<file path="src/hw/dms_pkg.sv">
// Constants, types and register map of the multiply/accumulate slice.
// Assumes a 32-bit APB register bus and one system clock.
package dms_pkg;

    localparam int OP_W   = 9;
    localparam int PROD_W = 18;
    localparam int ACC_W  = 24;
    localparam int NFLAG  = 7;

    ////////////////////////////////////////////////////////////////////////
    // Register byte offsets
    localparam logic [7:0] A_CTRL  = 8'h00;
    localparam logic [7:0] A_STAGE = 8'h04;
    localparam logic [7:0] A_MASK  = 8'h08;
    localparam logic [7:0] A_PAT   = 8'h0C;
    localparam logic [7:0] A_STAT  = 8'h10;
    localparam logic [7:0] A_IMSK  = 8'h14;
    localparam logic [7:0] A_FLAG  = 8'h18;
    localparam logic [7:0] A_RES   = 8'h1C;

    // Control register fields
    localparam int CT_ELEM  = 0;
    localparam int CT_IN    = 2;
    localparam int CT_PIPE  = 3;
    localparam int CT_OUT   = 4;
    localparam int CT_DYN   = 5;
    localparam int CT_SUB   = 6;
    localparam int CT_SHIFT = 7;
    localparam int CTRL_W   = 8;

    // Stage select register: one byte per stage, input/pipeline/output
    localparam int STG_IN   = 0;
    localparam int STG_PIPE = 8;
    localparam int STG_OUT  = 16;
    localparam int STG_W    = 6;

    // Reset values
    localparam logic [CTRL_W-1:0] CTRL_RST  = 8'h1C;
    localparam logic [23:0]       STAGE_RST = 24'h000000;
    localparam logic [ACC_W-1:0]  MASK_RST  = 24'hFFFFFF;
    localparam logic [ACC_W-1:0]  PAT_RST   = 24'h000000;
    localparam logic [NFLAG-1:0]  IMSK_RST  = 7'h00;

    ////////////////////////////////////////////////////////////////////////
    typedef enum logic [1:0] {
        EL_PLAIN_MULTIPLY,
        EL_MULTIPLY_ACCUMULATE,
        EL_PAIRED_ADDSUB,
        EL_TWO_SLICE_SUM
    } dms_elem_e;

    typedef struct packed {
        logic [OP_W-1:0] ax;
        logic [OP_W-1:0] ay;
        logic [OP_W-1:0] bx;
        logic [OP_W-1:0] by;
    } dms_op_s;

    typedef struct packed {
        logic [1:0] rst_sel;
        logic [1:0] ce_sel;
        logic [1:0] clk_sel;
    } dms_stg_s;

    typedef struct packed {
        logic under;
        logic over;
        logic inverse_pattern_match_flag;
        logic pattern_match_flag;
        logic masked_ones_flag;
        logic masked_zero_flag;
        logic zero_result_flag;
    } dms_flag_s;

endpackage

</file>
<file path="src/hw/dms_stage_ctl.sv">
// Clock, clock enable and reset selection for one register stage.
// Clock sources are one-cycle enable pulses in the system clock domain.
`timescale 1ns/100ps
module dms_stage_ctl (
    input  wire logic            en_i,
    input  wire dms_pkg::dms_stg_s cfg_i,
    input  wire logic [3:0]      clk_src_i,
    input  wire logic [3:0]      ce_src_i,
    input  wire logic [3:0]      rst_src_i,
    output logic                 tick_o,
    output logic                 clr_o
);
    wire edge_sel = clk_src_i[cfg_i.clk_sel];
    wire ce_sel   = ce_src_i[cfg_i.ce_sel];
    wire rst_sel  = rst_src_i[cfg_i.rst_sel];

    // A bypassed stage follows every system clock
    assign tick_o = ~en_i | (edge_sel & ce_sel);
    assign clr_o  = en_i & edge_sel & rst_sel;
endmodule

</file>
<file path="src/hw/dms_flag_unit.sv">
// Result comparison flags of the ALU.
// Purely combinational; the caller registers the outputs.
`timescale 1ns/100ps
module dms_flag_unit (
    input  wire logic [dms_pkg::ACC_W-1:0] res_i,
    input  wire logic [dms_pkg::ACC_W-1:0] mask_i,
    input  wire logic [dms_pkg::ACC_W-1:0] pat_i,
    input  wire logic                      over_i,
    input  wire logic                      under_i,
    output dms_pkg::dms_flag_s             flag_o
);
    // Mask bits at one take part in the comparison
    wire [dms_pkg::ACC_W-1:0] rm = res_i & mask_i;

    assign flag_o.zero_result_flag    = (res_i == '0);
    assign flag_o.masked_zero_flag   = (rm == '0);
    assign flag_o.masked_ones_flag   = (rm == mask_i);
    assign flag_o.pattern_match_flag  = (((res_i ^ pat_i) & mask_i) == '0);
    assign flag_o.inverse_pattern_match_flag = (((res_i ^ ~pat_i) & mask_i) == '0);
    assign flag_o.over   = over_i;
    assign flag_o.under  = under_i;
endmodule

</file>
<file path="src/hw/dms_slice.sv">
// Multiply/accumulate slice: operand, pipeline and output stages, ALU,
// flags, APB registers and interrupt.
// Assumes synchronous fabric inputs; clock sources are enable pulses.
//
// Added by the designer: the register offsets and register access over APB.
`timescale 1ns/100ps

// Notes on behaviour
// - Four elements: multiply, accumulate, paired add/sub, two-slice sum.
// - Paired element adds or subtracts second pair product to first.
// - In summing mode each slice forms its own paired sum or difference.
// - Second ALU adds own result to the cascaded result of slice 0.
// - Input, pipeline and output stages are each enabled or bypassed.
// - Operand registers load in parallel or shift from previous ones.
// - Dynamic mode lets an input pick add or subtract every cycle.
// - Dynamic mode lets an input pick parallel or shift loading.
// - Flags: result zero, masked zero, masked all ones.
// - Flags: masked result equals pattern, or inverted pattern.
// - Separate overflow and underflow flags plus a combined flag.
// - Each stage picks one of four clock sources.
// - Each stage picks its own clock enable and reset source.
// - One slice is half a summing pair; cascade joins two slices.
module dms_slice (
    input  wire logic                      clk_sys_i,
    input  wire logic                      rst_n_i,
    input  wire logic                      psel_i,
    input  wire logic                      penable_i,
    input  wire logic                      pwrite_i,
    input  wire logic [7:0]                paddr_i,
    input  wire logic [31:0]               pwdata_i,
    output logic      [31:0]               prdata_o,
    output logic                           pready_o,
    output logic                           pslverr_o,
    input  wire logic [3:0]                fab_clk_src_i,
    input  wire logic [3:0]                ce_src_i,
    input  wire logic [3:0]                rst_src_i,
    input  wire dms_pkg::dms_op_s          operand_i,
    input  wire logic [dms_pkg::OP_W-1:0]  shift_x_i,
    input  wire logic [dms_pkg::OP_W-1:0]  shift_y_i,
    output logic      [dms_pkg::OP_W-1:0]  shift_x_o,
    output logic      [dms_pkg::OP_W-1:0]  shift_y_o,
    input  wire logic                      dyn_sub_i,
    input  wire logic                      dyn_shift_i,
    input  wire logic [dms_pkg::ACC_W-1:0] cascade_i,
    output logic      [dms_pkg::ACC_W-1:0] result_o,
    output dms_pkg::dms_flag_s             flags_o,
    output logic                           range_err_o,
    output logic                           irq_o
);
    localparam int AW = dms_pkg::ACC_W;

    // Signed product of two operands, sign-extended to the accumulator
    function automatic logic [AW-1:0] mul_ext(
        input logic [dms_pkg::OP_W-1:0] a,
        input logic [dms_pkg::OP_W-1:0] b);
        logic signed [dms_pkg::PROD_W-1:0] p;
        p = $signed(a) * $signed(b);
        return AW'(p);
    endfunction

    ////////////////////////////////////////////////////////////////////////
    // Reset synchroniser
    logic [1:0] rst_sync_q;
    always_ff @(posedge clk_sys_i or negedge rst_n_i) begin
        if (!rst_n_i) rst_sync_q <= 2'b00;
        else          rst_sync_q <= {rst_sync_q[0], 1'b1};
    end
    wire rst_n = rst_sync_q[1];

    ////////////////////////////////////////////////////////////////////////
    // Registers
    logic [dms_pkg::CTRL_W-1:0] ctrl_q;
    logic [23:0]                stage_q;
    logic [AW-1:0]              mask_q;
    logic [AW-1:0]              pat_q;
    logic [dms_pkg::NFLAG-1:0]  stat_q;
    logic [dms_pkg::NFLAG-1:0]  imsk_q;

    wire dms_pkg::dms_elem_e elem =
        dms_pkg::dms_elem_e'(ctrl_q[dms_pkg::CT_ELEM +: 2]);
    wire in_en   = ctrl_q[dms_pkg::CT_IN];
    wire pipe_en = ctrl_q[dms_pkg::CT_PIPE];
    wire out_en  = ctrl_q[dms_pkg::CT_OUT];
    wire dyn     = ctrl_q[dms_pkg::CT_DYN];

    wire sub_sel   = dyn ? dyn_sub_i : ctrl_q[dms_pkg::CT_SUB];
    wire shift_sel = dyn ? dyn_shift_i : ctrl_q[dms_pkg::CT_SHIFT];

    ////////////////////////////////////////////////////////////////////////
    // Stage clock, enable and reset selection
    logic in_tick, in_clr, pipe_tick, pipe_clr, out_tick, out_clr;

    dms_stage_ctl u_stg_in (
        .en_i      (in_en),
        .cfg_i     (stage_q[dms_pkg::STG_IN +: dms_pkg::STG_W]),
        .clk_src_i (fab_clk_src_i),
        .ce_src_i  (ce_src_i),
        .rst_src_i (rst_src_i),
        .tick_o    (in_tick),
        .clr_o     (in_clr)
    );
    dms_stage_ctl u_stg_pipe (
        .en_i      (pipe_en),
        .cfg_i     (stage_q[dms_pkg::STG_PIPE +: dms_pkg::STG_W]),
        .clk_src_i (fab_clk_src_i),
        .ce_src_i  (ce_src_i),
        .rst_src_i (rst_src_i),
        .tick_o    (pipe_tick),
        .clr_o     (pipe_clr)
    );
    dms_stage_ctl u_stg_out (
        .en_i      (out_en),
        .cfg_i     (stage_q[dms_pkg::STG_OUT +: dms_pkg::STG_W]),
        .clk_src_i (fab_clk_src_i),
        .ce_src_i  (ce_src_i),
        .rst_src_i (rst_src_i),
        .tick_o    (out_tick),
        .clr_o     (out_clr)
    );

    ////////////////////////////////////////////////////////////////////////
    // Input stage: parallel load or shift from the previous registers
    dms_pkg::dms_op_s in_q;
    dms_pkg::dms_op_s in_d;
    logic             sub_in_q;

    assign in_d.ax = shift_sel ? shift_x_i : operand_i.ax;
    assign in_d.ay = shift_sel ? shift_y_i : operand_i.ay;
    assign in_d.bx = shift_sel ? in_q.ax   : operand_i.bx;
    assign in_d.by = shift_sel ? in_q.ay   : operand_i.by;

    always_ff @(posedge clk_sys_i or negedge rst_n) begin
        if (!rst_n) begin
            in_q     <= '0;
            sub_in_q <= 1'b0;
        end else if (in_clr) begin
            in_q     <= '0;
            sub_in_q <= 1'b0;
        end else if (in_tick) begin
            in_q     <= in_d;
            sub_in_q <= sub_sel;
        end
    end

    wire dms_pkg::dms_op_s op_use  = in_en ? in_q : in_d;
    wire                   sub_stg = in_en ? sub_in_q : sub_sel;

    ////////////////////////////////////////////////////////////////////////
    // Multipliers and pipeline stage
    wire [AW-1:0] pa_d = mul_ext(op_use.ax, op_use.ay);
    wire [AW-1:0] pb_d = mul_ext(op_use.bx, op_use.by);
    logic [AW-1:0] pa_q, pb_q;
    logic          sub_pipe_q;

    always_ff @(posedge clk_sys_i or negedge rst_n) begin
        if (!rst_n) begin
            pa_q <= '0;
            pb_q <= '0;
            sub_pipe_q <= 1'b0;
        end else if (pipe_clr) begin
            pa_q <= '0;
            pb_q <= '0;
            sub_pipe_q <= 1'b0;
        end else if (pipe_tick) begin
            pa_q <= pa_d;
            pb_q <= pb_d;
            sub_pipe_q <= sub_stg;
        end
    end

    wire [AW-1:0] pa  = pipe_en ? pa_q : pa_d;
    wire [AW-1:0] pb  = pipe_en ? pb_q : pb_d;
    wire          sub = pipe_en ? sub_pipe_q : sub_stg;

    ////////////////////////////////////////////////////////////////////////
    // ALU
    logic [AW-1:0] result_q;
    logic          over_q, under_q;

    wire [AW-1:0] pair_res = sub ? pa - pb : pa + pb;
    wire [AW-1:0] sum_res  = pair_res + cascade_i;
    wire [AW:0]   acc_ext  = sub
        ? {result_q[AW-1], result_q} - {pa[AW-1], pa}
        : {result_q[AW-1], result_q} + {pa[AW-1], pa};
    wire acc_over  = ~acc_ext[AW] & acc_ext[AW-1];
    wire acc_under = acc_ext[AW] & ~acc_ext[AW-1];

    logic [AW-1:0] alu_d;
    logic          over_d, under_d;
    always_comb begin
        over_d  = 1'b0;
        under_d = 1'b0;
        unique case (elem)
            dms_pkg::EL_PLAIN_MULTIPLY: alu_d = pa;
            dms_pkg::EL_MULTIPLY_ACCUMULATE: begin
                alu_d   = acc_ext[AW-1:0];
                over_d  = acc_over;
                under_d = acc_under;
            end
            dms_pkg::EL_PAIRED_ADDSUB: alu_d = pair_res;
            dms_pkg::EL_TWO_SLICE_SUM: alu_d = sum_res;
        endcase
    end

    // Output stage; also the accumulator
    logic out_upd_q;
    always_ff @(posedge clk_sys_i or negedge rst_n) begin
        if (!rst_n) begin
            result_q <= '0;
            over_q   <= 1'b0;
            under_q  <= 1'b0;
        end else if (out_clr) begin
            result_q <= '0;
            over_q   <= 1'b0;
            under_q  <= 1'b0;
        end else if (out_tick) begin
            result_q <= alu_d;
            over_q   <= over_d;
            under_q  <= under_d;
        end
    end

    ////////////////////////////////////////////////////////////////////////
    // Flags
    dms_pkg::dms_flag_s flag_d;
    dms_pkg::dms_flag_s flags_q;
    logic               range_q;

    dms_flag_unit u_flags (
        .res_i   (result_q),
        .mask_i  (mask_q),
        .pat_i   (pat_q),
        .over_i  (over_q),
        .under_i (under_q),
        .flag_o  (flag_d)
    );

    always_ff @(posedge clk_sys_i or negedge rst_n) begin
        if (!rst_n) begin
            flags_q   <= '0;
            range_q   <= 1'b0;
            out_upd_q <= 1'b0;
        end else begin
            flags_q   <= flag_d;
            range_q   <= flag_d.over | flag_d.under;
            out_upd_q <= out_tick | out_clr;
        end
    end

    ////////////////////////////////////////////////////////////////////////
    // APB slave: zero wait states, error on unmapped offsets
    logic        pready_q, pslverr_q, irq_q;
    logic [31:0] prdata_q;

    wire setup = psel_i & ~penable_i;
    wire wr    = psel_i & penable_i & pready_q & pwrite_i & ~pslverr_q;
    wire w_ctrl  = wr & (paddr_i == dms_pkg::A_CTRL);
    wire w_stage = wr & (paddr_i == dms_pkg::A_STAGE);
    wire w_mask  = wr & (paddr_i == dms_pkg::A_MASK);
    wire w_pat   = wr & (paddr_i == dms_pkg::A_PAT);
    wire w_stat  = wr & (paddr_i == dms_pkg::A_STAT);
    wire w_imsk  = wr & (paddr_i == dms_pkg::A_IMSK);

    logic [31:0] rd_mux;
    logic        hit;
    always_comb begin
        hit    = 1'b1;
        rd_mux = '0;
        case (paddr_i)
            dms_pkg::A_CTRL:  rd_mux = 32'(ctrl_q);
            dms_pkg::A_STAGE: rd_mux = 32'(stage_q);
            dms_pkg::A_MASK:  rd_mux = 32'(mask_q);
            dms_pkg::A_PAT:   rd_mux = 32'(pat_q);
            dms_pkg::A_STAT:  rd_mux = 32'(stat_q);
            dms_pkg::A_IMSK:  rd_mux = 32'(imsk_q);
            dms_pkg::A_FLAG:  rd_mux = 32'({range_q, flags_q});
            dms_pkg::A_RES:   rd_mux = 32'(result_q);
            default:          hit    = 1'b0;
        endcase
    end

    // Events set sticky bits on each output update; set beats clear
    wire [dms_pkg::NFLAG-1:0] evt = flag_d & {dms_pkg::NFLAG{out_upd_q}};
    wire [dms_pkg::NFLAG-1:0] stat_d =
        (stat_q & ~(w_stat ? pwdata_i[dms_pkg::NFLAG-1:0] : '0)) | evt;

    always_ff @(posedge clk_sys_i or negedge rst_n) begin
        if (!rst_n) begin
            ctrl_q    <= dms_pkg::CTRL_RST;
            stage_q   <= dms_pkg::STAGE_RST;
            mask_q    <= dms_pkg::MASK_RST;
            pat_q     <= dms_pkg::PAT_RST;
            imsk_q    <= dms_pkg::IMSK_RST;
            stat_q    <= '0;
            pready_q  <= 1'b0;
            pslverr_q <= 1'b0;
            prdata_q  <= '0;
            irq_q     <= 1'b0;
        end else begin
            if (w_ctrl)  ctrl_q  <= pwdata_i[dms_pkg::CTRL_W-1:0];
            if (w_stage) stage_q <= pwdata_i[23:0];
            if (w_mask)  mask_q  <= pwdata_i[AW-1:0];
            if (w_pat)   pat_q   <= pwdata_i[AW-1:0];
            if (w_imsk)  imsk_q  <= pwdata_i[dms_pkg::NFLAG-1:0];
            stat_q    <= stat_d;
            pready_q  <= setup;
            pslverr_q <= setup & ~hit;
            prdata_q  <= setup ? rd_mux : '0;
            irq_q     <= |(stat_d & imsk_q);
        end
    end

    ////////////////////////////////////////////////////////////////////////
    // Outputs
    assign prdata_o    = prdata_q;
    assign pready_o    = pready_q;
    assign pslverr_o   = pslverr_q;
    assign shift_x_o   = in_q.bx;
    assign shift_y_o   = in_q.by;
    assign result_o    = result_q;
    assign flags_o     = flags_q;
    assign range_err_o = range_q;
    assign irq_o       = irq_q;

    wire all_byp = ~in_en & ~pipe_en;
    wire out_go  = out_tick & ~out_clr;
endmodule

</file>
<file path="config.mk">
export PLATFORM = sky130hd
export DESIGN_NAME = dms_slice
export DESIGN_NICKNAME = d
export VERILOG_FILES = /design/src/hw/dms_pkg.sv /design/src/hw/dms_stage_ctl.sv /design/src/hw/dms_flag_unit.sv /design/src/hw/dms_slice.sv
export SDC_FILE = /design/constraint.sdc
export NUM_CORES = 1
export LEC_CHECK = 0
export BUFFER_PORTS_ARGS = -buffer_cell sky130_fd_sc_hd__buf_4
export CORE_MARGIN = 2
export CORE_UTILIZATION = 35
export DETAILED_ROUTE_END_ITERATION = 7
export MAX_ROUTING_LAYER = met4
export SLEW_MARGIN = 10
export SYNTH_ARGS = -nofsm -noshare
export SYNTH_HDL_FRONTEND = slang
export SYNTH_SLANG_ARGS = --single-unit
</file>
<file path="constraint.sdc">
create_clock -name clk_sys_i -period 7.9 [get_ports clk_sys_i]
set_input_delay 1.58 -clock clk_sys_i [delete_from_list [all_inputs] [get_ports clk_sys_i]]
set_output_delay 1.58 -clock clk_sys_i [all_outputs]
set_load 0.1 [all_outputs]
</file>
==> impl_metrics.toml <==
[outcome]
status = "finished with violations"
violations = "negative setup slack"

[global_route]
grt_pass1_vias = 22000
grt_antenna_before_repair = 1
grt_util_all_layers_pct = 23.9
grt_max_degree = 72
grt_pass1_wl_mm = 123
grt_overflow = 0

[setup_path]
end_kind = "register"
crit_family = "adder cells"
r2r_slack_ps = -1280
critical_path.max_stage_delay_ps = 530
crit_slowest_cell = "fa_1"
cp_common_cell = "buf_4"
cp_max_fo = 8
critical_path.startpoint_type = "input pin"
crit_required_ps = 8370
crit_type = "in2reg"
path_buf_inv = 14
reg2reg_depth = 48
cp.depth = 48
crit_arrival_ps = 10210

[yosys]
avgSynthCellArea_um2 = 9.14
synth_top_area_share_pct = 22.6
syn_area_um2 = 22700
synth-main-ff-cell = "dfrtp_1"
synth_cells = 2488
ys_seq_area_share_pct = 25.7
yosys_warnings = 0
synth-seq-cells = 232
async_reset_ff_share_pct = 100
yosysTopAreaCell = "dfrtp_1"
synthDistinctLibCells = 94
synth_edf_count = 0
synth_area_leaders = "dfrtp_1 (23%), fa_1 (13%), ha_1 (8.2%), mux2_2 (4.6%), inv_1 (4.1%)"

[clock_tree]
numCtsBuffers = 28
clk_path_buf_depth = 3
clk_transition_reported_paths_ps = 70
root_buffer = "clkbuf_16"
cts_tree = "built"
clock-sinks = 232
h-tree-depth = 1
cts-hold-fix-buffers = 0
clk_latency_ps = 590

[floorplan]
die_h_um = 259
core-area_um2 = 64300
pin_count = 222
fp.dieW_um = 259
die-area_um2 = 67000
start_util_pct = 35.3
rows = 93

[routing]
wl_per_cell_um = 19.8
drtIter0Drc = 1501
vias = 21500
drtPass1Iterations = 8
routed_wl_mm = 80.3
vias_per_cell = 5.31
ant_nets = 0
drc = 0

[layout]
final_cell_mix = "buf_4 (737), inv_1 (239), nand2_1 (212)"
syn2layout_area_growth_pct = 39.8
nets = 3603
final_common_cell = "buf_4"
nFillCells = 5945
drive_above_1_share_pct = 38.2

[timing]
worst_pin_slew_ps = 1330
setup_ws_ps = -1840
fmax_mhz = 103
maxSlewViolCount = 0
setup-tns-final_ps = -25080
fin_crit_sh_pct = 123
grt_setup_unrepaired = "yes"
setup_violations = 19
relSlewSlack_pct = 11.3
period_minus_slack_ps = 9740
finalHoldViolations = 0
skew_ps = 28.5

[worst_hold_path]
hold_depth = 0
hold_class = "reg2reg"

[place]
gp_congestion = 0.954
portBuffers = 205
hpwl_mm = 62.6

[job]
drv_cap = 0
==> Yosys cell counts (all sizes together), types with 28 or more instances <==
cell and number:
a21oi 107, o21ai 137, fa 143, xnor2 97, nor3 35, nand2 228
mux2 93, nor2 189, nand2b 32, inv 251, xor2 44, clkbuf 69
a21o 42, a31oi 30, a22oi 77, a22o 37, o21a 49, dfrtp 205
buf 44, nand3 28, mux2i 61, ha 149
==> layer usage <==
layer | routed length, µm | GRT usage, %
met5 | 0 | -
met4 | 3900 | 9.28
met3 | 4360 | 3.31
met2 | 37700 | 39.0
met1 | 34300 | 30.1
==> cells by family (layout without fill, tap and decap cells) <==
family          count (synthesis)  in the layout  synth area share (%)
fa+ha+maj                     292            292                  20.8
buf+inv                       367           1068                  6.57
mux                           172            172                  9.14
simple gates                  634            634                  12.7
other cells                     2             10                0.0330
flops                         232            232                  25.7
compound gates                646            646                  19.4
xor+xnor                      143            143                  5.63
==> timing repair <==
action / in CTS / in global routing
endpoints found under the hold margin: 0 / 0
buffers inserted: 30 / 31
pin swaps: 47 / 81
gates cloned: 3 / 1
resized for setup: 169 / 129
endpoints found under the setup margin: 20 / 20
==> flip-flops by register name, indices dropped and copies added, names as in the netlist, 18 cells and up <==
name	flops
stage_q	24
mask_q	24
result_o	24
pat_q	24
in_q	18
prdata_o	24
pb_q	18
pa_q	18
==> layout make-up <==
cell class	instances	area (µm²)	area share (%)
multi-input combinational	1896	17000	53.4
timing repair buffer	762	5940	18.7
sequential	232	5840	18.4
tap	855	1070	3.37
inverter	254	953	3.00
clock buffer	37	795	2.50
clock inverter	15	190	0.598
antenna	1	2.50	0.00787
==> path summary, 6_finish.rpt <==
check | end | start
setup / recovery | result_o[14] | dyn_shift_i
hold / removal | rst_sync_q[1] | rst_sync_q[0]
setup reg to reg | result_o[14] | ctrl_q[5]
hold reg to reg | rst_sync_q[1] | rst_sync_q[0]
max in group asynchronous | result_o[9] | rst_sync_q[1]
min in group asynchronous | prdata_o[9] | rst_sync_q[1]
==> stage by stage <==
stage	std cells	setup slack, ps	util [%]	instance area (µm²)	hold slack [ps]
after floorplan	2495	-2100	-	23000	331
after global placement	3936	-2540	44.7	28800	336
after detailed placement	3936	-2620	44.7	28800	343
after CTS	4020	-1770	48.1	30900	355
after global routing	4052	-2150	49.4	31800	360
final	4052	-1840	49.4	31800	352
Power is not shown: default switching activity piles up to over one toggle a cycle in this logic, so the estimate is an artifact.
